[src/hdl/rail_pressure_pkg.sv]
// Constants and carrier types for the rail pressure sensor monitor.
package rail_pressure_pkg;
   // Clock and time base; timers below count time-base ticks of 1 ms.
   localparam int CLK_PERIOD_NS = 8;
   localparam int TICK_PERIOD_NS = 1000000;
   localparam int TICK_CYCLES = TICK_PERIOD_NS / CLK_PERIOD_NS;
   localparam int TICK_W = 17;
   localparam int TICK_PERIOD_MS = 1;
   // Voltage checks, millivolts, and their persistence time.
   localparam logic [15:0] LOW_MV = 16'h0064;
   localparam logic [15:0] HIGH_MV = 16'h1324;
   localparam int VOLT_TIME_MS = 500;
   localparam logic [9:0] VOLT_TICKS = 10'(VOLT_TIME_MS / TICK_PERIOD_MS);
   // Stuck check: duty in tenths of a percent, pressure in kPa.
   localparam logic [10:0] DUTY_INT_LIMIT = 11'h028;
   localparam logic [15:0] STUCK_SPREAD_KPA = 16'h0005;
   // Offset check thresholds and times.
   localparam logic [15:0] OFFSET_ERR_KPA = 16'h001E;
   localparam int SETTLE_TIME_MS = 5000;
   localparam int NORMAL_TIME_MS = 1000;
   localparam int FAIL_TIME_MS = 5000;
   localparam logic [12:0] SETTLE_TICKS = 13'(SETTLE_TIME_MS / TICK_PERIOD_MS);
   localparam logic [12:0] NORMAL_TICKS = 13'(NORMAL_TIME_MS / TICK_PERIOD_MS);
   localparam logic [12:0] FAIL_TICKS = 13'(FAIL_TIME_MS / TICK_PERIOD_MS);
   // Enabling fuel level, percent.
   localparam logic [7:0] FUEL_MIN_PCT = 8'h0B;
   // Stored fault codes.
   localparam logic [15:0] CODE_LOW = 16'h0192;
   localparam logic [15:0] CODE_HIGH = 16'h0193;
   localparam logic [15:0] CODE_STUCK = 16'h0191;
   localparam logic [15:0] CODE_OFFSET = 16'h0190;
   // Register byte offsets.
   localparam logic [7:0] REG_STATUS = 8'h00;
   localparam logic [7:0] REG_MASK = 8'h04;
   localparam logic [7:0] REG_FAULT = 8'h08;
   localparam logic [7:0] REG_CODE = 8'h0C;
   localparam logic [7:0] REG_LIVE = 8'h10;
   // Event bit positions, shared by status and mask.
   localparam int EV_LOW_FAIL = 0;
   localparam int EV_HIGH_FAIL = 1;
   localparam int EV_STUCK_FAIL = 2;
   localparam int EV_STUCK_PASS = 3;
   localparam int EV_OFFSET_FAIL = 4;
   localparam int EV_OFFSET_PASS = 5;
   // Stored fault bit positions.
   localparam int FLT_LOW = 0;
   localparam int FLT_HIGH = 1;
   localparam int FLT_STUCK = 2;
   localparam int FLT_OFFSET = 3;
   // Reset values.
   localparam logic [5:0] MASK_RESET = 6'h00;
   // Stuck window minimum starts at full scale so any sample replaces it.
   localparam logic [15:0] STK_MIN_RESET = 16'hFFFF;

   // Sampled engine conditions, all produced on hclk.
   typedef struct packed {
      logic ignition;
      logic closed_loop;
      logic idle;
      logic [7:0] fuel_pct;
      logic [15:0] volt_mv;
      logic [15:0] press_kpa;
      logic [15:0] target_kpa;
      logic [9:0] duty_pm;
   } sense_s;
endpackage

[src/hdl/rail_pressure_sensor_monitor.sv]
// Rail pressure sensor monitor: range, stuck and offset checks, AHB-Lite.
//
// Added by the designer: register access over AHB-Lite and the register offsets.
module rail_pressure_sensor_monitor #(
   parameter int unsigned TICK_CYCLES = rail_pressure_pkg::TICK_CYCLES
)(
   input wire logic hclk,
   input wire logic hresetn,
   input wire logic hsel,
   input wire logic [31:0] haddr,
   input wire logic [1:0] htrans,
   input wire logic hwrite,
   input wire logic [2:0] hsize,
   input wire logic [31:0] hwdata,
   input wire logic hready,
   output logic [31:0] hrdata,
   output logic hreadyout,
   output logic hresp,
   input wire rail_pressure_pkg::sense_s sense,
   output logic irq,
   output logic [3:0] fault_flags
);

   typedef struct packed {
      logic [rail_pressure_pkg::TICK_W-1:0] tick_cnt;
      logic [9:0] low_ms;
      logic [9:0] high_ms;
      logic [15:0] stk_max;
      logic [15:0] stk_min;
      logic [10:0] stk_int;
      logic [9:0] prev_duty;
      logic [12:0] settle_ms;
      logic [12:0] norm_ms;
      logic [12:0] fail_ms;
      logic [5:0] status;
      logic [5:0] mask;
      logic [3:0] faults;
      logic [15:0] last_code;
      logic wr_pend;
      logic [7:0] wr_addr;
      logic [31:0] rdata;
      logic ready;
      logic irq;
   } state_s;

   state_s q_ff;
   state_s nxt_q;

   logic tick;
   logic fuel_ok;
   logic stk_en;
   logic off_en;
   logic settled;
   logic [15:0] spread;
   logic [15:0] off_err;
   logic [9:0] duty_step;
   logic [15:0] new_max;
   logic [15:0] new_min;
   logic [11:0] int_sum;
   logic [5:0] ev;
   logic [5:0] st_clr;
   logic [3:0] flt_clr;
   logic addr_ok;

   assign hrdata = q_ff.rdata;
   assign hreadyout = q_ff.ready;
   assign hresp = 1'b0;
   assign irq = q_ff.irq;
   assign fault_flags = q_ff.faults;

   // Enabling conditions and arithmetic shared by the checks.
   always_comb
   begin
      tick = q_ff.tick_cnt ==
         rail_pressure_pkg::TICK_W'(TICK_CYCLES - 1);
      fuel_ok = sense.fuel_pct >= rail_pressure_pkg::FUEL_MIN_PCT;
      stk_en = sense.ignition & sense.closed_loop & fuel_ok;
      off_en = sense.ignition & sense.idle & sense.closed_loop & fuel_ok;
      settled = q_ff.settle_ms > rail_pressure_pkg::SETTLE_TICKS;
      duty_step = (sense.duty_pm >= q_ff.prev_duty) ?
         sense.duty_pm - q_ff.prev_duty : q_ff.prev_duty - sense.duty_pm;
      new_max = (sense.press_kpa > q_ff.stk_max) ?
         sense.press_kpa : q_ff.stk_max;
      new_min = (sense.press_kpa < q_ff.stk_min) ?
         sense.press_kpa : q_ff.stk_min;
      spread = new_max - new_min;
      int_sum = {1'b0, q_ff.stk_int} + {2'b00, duty_step};
      off_err = (sense.target_kpa >= sense.press_kpa) ?
         sense.target_kpa - sense.press_kpa :
         sense.press_kpa - sense.target_kpa;
   end

   // Next state: time base, the three checks, events and the bus slave.
   always_comb
   begin
      nxt_q = q_ff;
      ev = 6'h00;
      st_clr = 6'h00;
      flt_clr = 4'h0;
      addr_ok = 1'b0;
      nxt_q.tick_cnt = tick ? '0 : q_ff.tick_cnt + 1'b1;

      if (!sense.ignition)
      begin
         nxt_q.low_ms = 10'h000;
         nxt_q.high_ms = 10'h000;
      end
      else if (tick)
      begin
         if (sense.volt_mv <= rail_pressure_pkg::LOW_MV)
         begin
            if (q_ff.low_ms <= rail_pressure_pkg::VOLT_TICKS)
            begin
               nxt_q.low_ms = q_ff.low_ms + 1'b1;
               ev[rail_pressure_pkg::EV_LOW_FAIL] =
                  q_ff.low_ms == rail_pressure_pkg::VOLT_TICKS;
            end
         end
         else
         begin
            nxt_q.low_ms = 10'h000;
         end
         if (sense.volt_mv >= rail_pressure_pkg::HIGH_MV)
         begin
            if (q_ff.high_ms <= rail_pressure_pkg::VOLT_TICKS)
            begin
               nxt_q.high_ms = q_ff.high_ms + 1'b1;
               ev[rail_pressure_pkg::EV_HIGH_FAIL] =
                  q_ff.high_ms == rail_pressure_pkg::VOLT_TICKS;
            end
         end
         else
         begin
            nxt_q.high_ms = 10'h000;
         end
      end

      // Stuck check, one evaluation step per tick.
      if (tick)
      begin
         nxt_q.prev_duty = sense.duty_pm;
         if (!stk_en)
         begin
            nxt_q.stk_int = 11'h000;
            nxt_q.stk_max = sense.press_kpa;
            nxt_q.stk_min = sense.press_kpa;
         end
         else if (int_sum >= {1'b0, rail_pressure_pkg::DUTY_INT_LIMIT})
         begin
            if (spread < rail_pressure_pkg::STUCK_SPREAD_KPA)
               ev[rail_pressure_pkg::EV_STUCK_FAIL] = 1'b1;
            else
               ev[rail_pressure_pkg::EV_STUCK_PASS] = 1'b1;
            nxt_q.stk_int = 11'h000;
            nxt_q.stk_max = sense.press_kpa;
            nxt_q.stk_min = sense.press_kpa;
         end
         else
         begin
            nxt_q.stk_int = int_sum[10:0];
            nxt_q.stk_max = new_max;
            nxt_q.stk_min = new_min;
         end
      end

      // Offset check: settle in closed loop, then compare at idle.
      if (!sense.closed_loop || !sense.ignition)
      begin
         nxt_q.settle_ms = 13'h0000;
      end
      else if (tick && !settled)
      begin
         nxt_q.settle_ms = q_ff.settle_ms + 1'b1;
      end
      if (!off_en || !settled)
      begin
         nxt_q.norm_ms = 13'h0000;
         nxt_q.fail_ms = 13'h0000;
      end
      else if (tick)
      begin
         if (off_err < rail_pressure_pkg::OFFSET_ERR_KPA)
         begin
            nxt_q.fail_ms = 13'h0000;
            nxt_q.norm_ms = q_ff.norm_ms + 1'b1;
            if (q_ff.norm_ms + 1'b1 == rail_pressure_pkg::NORMAL_TICKS)
            begin
               ev[rail_pressure_pkg::EV_OFFSET_PASS] = 1'b1;
               nxt_q.norm_ms = 13'h0000;
            end
         end
         else
         begin
            nxt_q.norm_ms = 13'h0000;
            nxt_q.fail_ms = q_ff.fail_ms + 1'b1;
            if (q_ff.fail_ms + 1'b1 == rail_pressure_pkg::FAIL_TICKS)
            begin
               ev[rail_pressure_pkg::EV_OFFSET_FAIL] = 1'b1;
               nxt_q.fail_ms = 13'h0000;
            end
         end
      end

      // Data phase of a write: the word lands one edge after the address.
      nxt_q.wr_pend = 1'b0;
      if (q_ff.wr_pend)
      begin
         unique case (q_ff.wr_addr)
            rail_pressure_pkg::REG_STATUS: st_clr = hwdata[5:0];
            rail_pressure_pkg::REG_MASK: nxt_q.mask = hwdata[5:0];
            rail_pressure_pkg::REG_FAULT: flt_clr = hwdata[3:0];
            default: st_clr = 6'h00;
         endcase
      end

      // Sticky flags: a new event beats a clear written in the same cycle.
      nxt_q.status = (q_ff.status & ~st_clr) | ev;
      nxt_q.faults = (q_ff.faults & ~flt_clr) |
         {ev[rail_pressure_pkg::EV_OFFSET_FAIL],
          ev[rail_pressure_pkg::EV_STUCK_FAIL],
          ev[rail_pressure_pkg::EV_HIGH_FAIL],
          ev[rail_pressure_pkg::EV_LOW_FAIL]};
      if (ev[rail_pressure_pkg::EV_LOW_FAIL])
         nxt_q.last_code = rail_pressure_pkg::CODE_LOW;
      if (ev[rail_pressure_pkg::EV_HIGH_FAIL])
         nxt_q.last_code = rail_pressure_pkg::CODE_HIGH;
      if (ev[rail_pressure_pkg::EV_STUCK_FAIL])
         nxt_q.last_code = rail_pressure_pkg::CODE_STUCK;
      if (ev[rail_pressure_pkg::EV_OFFSET_FAIL])
         nxt_q.last_code = rail_pressure_pkg::CODE_OFFSET;
      nxt_q.irq = |(nxt_q.status & nxt_q.mask);

      // Address phase: latch writes, prepare read data for the data phase.
      nxt_q.ready = 1'b1;
      if (hsel && htrans[1] && hready)
      begin
         addr_ok = haddr[31:8] == 24'h000000;
         nxt_q.wr_pend = hwrite & addr_ok;
         nxt_q.wr_addr = haddr[7:0];
         nxt_q.rdata = 32'h00000000;
         if (!hwrite && addr_ok)
         begin
            unique case (haddr[7:0])
               rail_pressure_pkg::REG_STATUS:
                  nxt_q.rdata = {26'h0000000, q_ff.status};
               rail_pressure_pkg::REG_MASK:
                  nxt_q.rdata = {26'h0000000, q_ff.mask};
               rail_pressure_pkg::REG_FAULT:
                  nxt_q.rdata = {28'h0000000, q_ff.faults};
               rail_pressure_pkg::REG_CODE:
                  nxt_q.rdata = {16'h0000, q_ff.last_code};
               rail_pressure_pkg::REG_LIVE:
                  nxt_q.rdata = {29'h00000000, settled, off_en, stk_en};
               default: nxt_q.rdata = 32'h00000000;
            endcase
         end
      end
   end

   // One register bank for the whole block; the hsize of a transfer is
   // not checked because only whole-word accesses are expected.
   always_ff @(posedge hclk or negedge hresetn)
   begin
      if (!hresetn)
      begin
         q_ff <= '0;
         q_ff.mask <= rail_pressure_pkg::MASK_RESET;
         q_ff.stk_min <= rail_pressure_pkg::STK_MIN_RESET; // No false spread.
      end
      else
      begin
         q_ff <= nxt_q;
      end
   end

endmodule

[config.mk]
export PLATFORM = sky130hd
export DESIGN_NAME = rail_pressure_sensor_monitor
export DESIGN_NICKNAME = d
export VERILOG_FILES = /design/src/hdl/rail_pressure_pkg.sv /design/src/hdl/rail_pressure_sensor_monitor.sv
export SDC_FILE = /design/constraint.sdc
export NUM_CORES = 1
export LEC_CHECK = 0
export BUFFER_PORTS_ARGS = -buffer_cell sky130_fd_sc_hd__buf_2
export CORE_AREA = 2 2 153 155
export DETAILED_ROUTE_END_ITERATION = 16
export DIE_AREA = 0 0 155 157
export PLACE_DENSITY = 0.81
export REMOVE_ABC_BUFFERS = 1
export SLEW_MARGIN = 15
export SYNTH_ARGS = -nofsm -noshare
export SYNTH_HDL_FRONTEND = slang
export SYNTH_SLANG_ARGS = --single-unit
[constraint.sdc]
create_clock -name hclk -period 6.65 [get_ports hclk]
set_input_delay 0.9975 -clock hclk [delete_from_list [all_inputs] [get_ports hclk]]
set_output_delay 0.9975 -clock hclk [all_outputs]
set_load 0.02 [all_outputs]
==> results.tsv <==
stage	metric	value	unit
routing	total wire length	32300	um
synth	Main synth FF type	dfrtp_1	
setup_path	Worst R2R Path Depth	23	
routing	drt first-iter violations	764	
layout	post-layout util	64.4	%
placed_design	Placed Area	0.0139	mm2
setup_path	worst path required time	7.00	ns
die	starting density of the core	58.6	%
grt	largest net degree at the start of global routing	99	
clock_network	Setup Fix Bufs, Post-CTS	0	
synth	main combinational cell family by area after synthesis	simple AND/OR/NAND/NOR gates	
setup_path	Crit. End Element	flip-flop	
placed_design	routability congestion estimate	0.940	
setup_path	CP Data Arrival Time	6.47	ns
layout	fin area	0.0145	mm2
routing	First-pass DRT Iterations	7	
die	core area	0.0225	mm2
run_status	status	finished clean	
setup_path	max incr delay on CP	0.40	ns
setup_path	Top delay family on crit path	compound AO/OA/AOI/OAI gates	
sta	RSZ-0062 raised after global routing	false	
grt	GR met1 Demand/Resource	36.7	%
grt	initial antenna violation count	0	
synth	flops & latches, synth	166	
grt	GR peak layer	met2	
synth	Compound-Gate Fraction of Synth Area	21.0	%
synth	library cells used by synthesis	87	
synth	warning count from the yosys run	0	
die	Die Y	157	um
clock_network	CTS sink cnt	166	
placed_design	PortBufs	126	
die	Die ar.	0.0243	mm2
die	die width	155	um
sta	achievable clock frequency	164	MHz
layout	diode count	0	
worst_hold_path	Hold Path Origin	hrdata[5]$_DFFE_PN0P_	
synth	ys async rst share	100	%
grt	met2 global-route usage	45.9	%
sta	Worst Skew	0.0120	ns
clock_network	Skew-Pair Late Insertion Delay	0.43	ns
synth	mux share of post-synthesis cell area	2.58	%
synth	cell count after synthesis	1620	
setup_path	CP Launch Type	primary input	
sta	Finish-stage setup viols	0	
clock_network	CTS Buffer Depth	2	
synth	EDFF count, synth	0	
sta	final cycle utilization of the critical path	91.9	%
setup_path	Worst Path Buf+Inv	5	
layout	Syn-to-layout area delta	10.0	%
clock_network	CTS clk-pin slew, worst paths	0.07	ns
routing	wire per inst	16.0	um
layout	count of non-filler cells in the finished layout	2016	
synth	Seq/Total Area, Yosys	31.7	%
routing	drt drc	0	
setup_path	crit path max-delay cell type	or4_1	
placed_design	HPWL after DPL	24300	um
sta	Slew @ Worst Pin	0.899	ns
die	row count	55	
sta	Rel. slew slack	40.1	%
clock_network	clk root buf	clkbuf_16	
layout	layout filler cell count	1920	
synth	post-synthesis simple-gate area fraction	21.4	%
synth	XOR/XNOR Fraction of Synth Area	4.32	%
layout	Nets	1979	
grt	vias in the first global route	11500	
clock_network	Post-CTS Hold Buffers	0	
clock_network	Inserted Clock Buffers	17	
routing	vias per inst	5.97	
setup_path	R2R Path Start	q_ff[158]$_DFFE_PN0N_	
worst_hold_path	Hold WC Path Type	flip-flop to flip-flop	
worst_hold_path	WHS Endpoint	hrdata[5]$_DFFE_PN0P_	
synth	mapped cell area	0.0132	mm2
clock_network	H-tree depth	4	
layout	area of the multi-input gates	0.00813	mm2
synth	top cell type's share of synthesized area	28.5	%
grt	grt total ovfl	0	
clock_network	CTS tree	built	
power_and_ir_drop	Peak VDD IR	0.131	mV
setup_path	critical setup path kind	primary input to flip-flop	
power_and_ir_drop	Power Density	192	mW/mm2
grt	GR Util met3	3.58	%
routing	Routed Antenna Nets	0	
sta	Max Slew Vio Count	0	
flow_run	Max Cap Viol	0	
clock_network	PostCTS Resize Cnt	0	
layout	register area	0.00417	mm2
setup_path	Reg2Reg Setup Slack	0.83	ns
routing	vias post-DR	12000	
synth	Adder-Cell Fraction of Synth Area	11.5	%
synth	Syn Area/Cell	8.13	um2
worst_hold_path	Hold Crit Depth	1	
grt	global-route wire length before repair	54400	um
power_and_ir_drop	P_leak	6.99	nW
sta	fin crit period	6.11	ns
placed_design	placed insts	1984	
die	I/O pin count	182	
synth	top post-synthesis cells by area	dfrtp_1, ha_1, o21ai_0	
layout	layout cells sized above 1	13.2	%
sta	setup TNS	0	ns
sta	endpoints failing hold	0	
grt	GRT Util Overall	27.2	%
setup_path	FF-to-FF End	irq$_DFF_PN0_	
setup_path	worst-path fanout max	22	
synth	cell taking the most area after synthesis	dfrtp_1	
per-stage QoR:
| stage | worst slack, ns | hold slack [ns] | power, mW |
|---|---|---|---|
| final | 0.536 | 0.474 | 2.79 |
| after detailed placement | 0.215 | 0.460 | 1.81 |
| after global placement | 0.371 | 0.457 | 1.79 |
| after CTS | 0.589 | 0.475 | 2.79 |
| after floorplan | -0.301 | 0.440 | 1.59 |
| after global routing | 0.0304 | 0.500 | 2.93 |
synth_stat cells, types with 6 or more instances:
| master | count |
|---|---|
| nand3_1 | 54 |
| mux2_2 | 14 |
| nor3b_1 | 6 |
| clkbuf_1 | 41 |
| nor3_1 | 37 |
| inv_1 | 128 |
| and2_1 | 23 |
| dfstp_2 | 16 |
| o21ai_0 | 142 |
| xnor2_1 | 28 |
| a21o_1 | 30 |
| o31ai_1 | 12 |
| mux2i_1 | 16 |
| nor2b_1 | 18 |
| or2_2 | 7 |
| nand2b_1 | 17 |
| o211ai_1 | 9 |
| o41ai_1 | 9 |
| buf_2 | 10 |
| nor4_1 | 17 |
| dfrtp_1 | 150 |
| o311ai_0 | 6 |
| a211oi_1 | 9 |
| o221ai_1 | 6 |
| or3_1 | 9 |
| nand4_1 | 24 |
| and3_1 | 27 |
| a21oi_1 | 99 |
| buf_4 | 37 |
| nor2_1 | 131 |
| ha_1 | 112 |
| fa_1 | 6 |
| o21bai_1 | 9 |
| a32oi_1 | 6 |
| nand2_1 | 189 |
| xor2_1 | 37 |
| a31oi_1 | 17 |
| o21a_1 | 9 |
metal layers:
layer / wire length [um] / share of wire, %
met4: 659 / 2.0
met2: 15600 / 48
met1: 14300 / 44
met5: 0 / 0
met3: 1650 / 5.1
worst max path at each step:
| stage | startpoint | end | slack (ns) | depth (start not counted) |
|---|---|---|---|---|
| final | sense[0] | q_ff[147]$_DFFE_PN1N_ | 0.54 | 27 |
| after CTS | sense[0] | q_ff[147]$_DFFE_PN1N_ | 0.59 | 27 |
| after global routing | sense[0] | q_ff[145]$_DFFE_PN1N_ | 0.03 | 27 |
| after floorplan | sense[0] | q_ff[151]$_DFFE_PN0N_ | -0.30 | 23 |
| after detailed placement | sense[0] | q_ff[147]$_DFFE_PN1N_ | 0.22 | 26 |
| after global placement | sense[41] | irq$_DFF_PN0_ | 0.37 | 22 |
sequential cells by signal, summed over array words and instances, names as in the netlist:
| register | count |
|---|---|
| fault_flags | 4 |
| hrdata | 7 |
| hreadyout | 1 |
| irq | 1 |
| q_ff | 153 |
where the power goes:
part           leakage, nW  internal, mW  switching (mW)  total [mW]
registers             2.08          1.04          0.0148        1.05
logic                 4.64         0.297           0.461       0.757
clock network        0.269         0.543           0.437       0.980
total                 6.99          1.88           0.912        2.79
kinds of logic after synthesis:
| logic type | count (synthesis) |
|---|---|
| DFF | 166 |
| and+or+nand+nor | 586 |
| buffers and inverters | 219 |
| adders and majority gates | 118 |
| AOI/OAI and AO/OA | 433 |
| other | 2 |
| muxes | 31 |
| xor gates and xnor gates | 65 |
cell usage in the layout (no fill, tap or decap), types with 17 or more instances in the layout:
cell       synthesis  final
a21o_1            30     30
a21oi_1           99     97
and2_1            23     23
and3_1            27     27
buf_2             10    125
buf_4             37     20
clkbuf_16          0     17
conb_1             2     26
dfrtp_1          150    150
ha_1             112    112
inv_1            128    128
nand2_1          189    189
nand2b_1          17     17
nand3_1           54     54
nand4_1           24     24
nor2_1           131    131
nor2b_1           18     18
nor3_1            37     37
nor4_1            17     17
o21ai_0          142    142
xnor2_1           28     28
xor2_1            37     37
final cells by class:
cell class                 count  area share, %
timing repair buffer         146           5.43
multi-input combinational   1259           56.0
inverter                     128           3.31
tap                          285           2.46
clock buffer                  21           3.18
sequential                   166           28.8
clock inverter                11          0.794
Note: power is estimated with default switching activity, not from simulation.
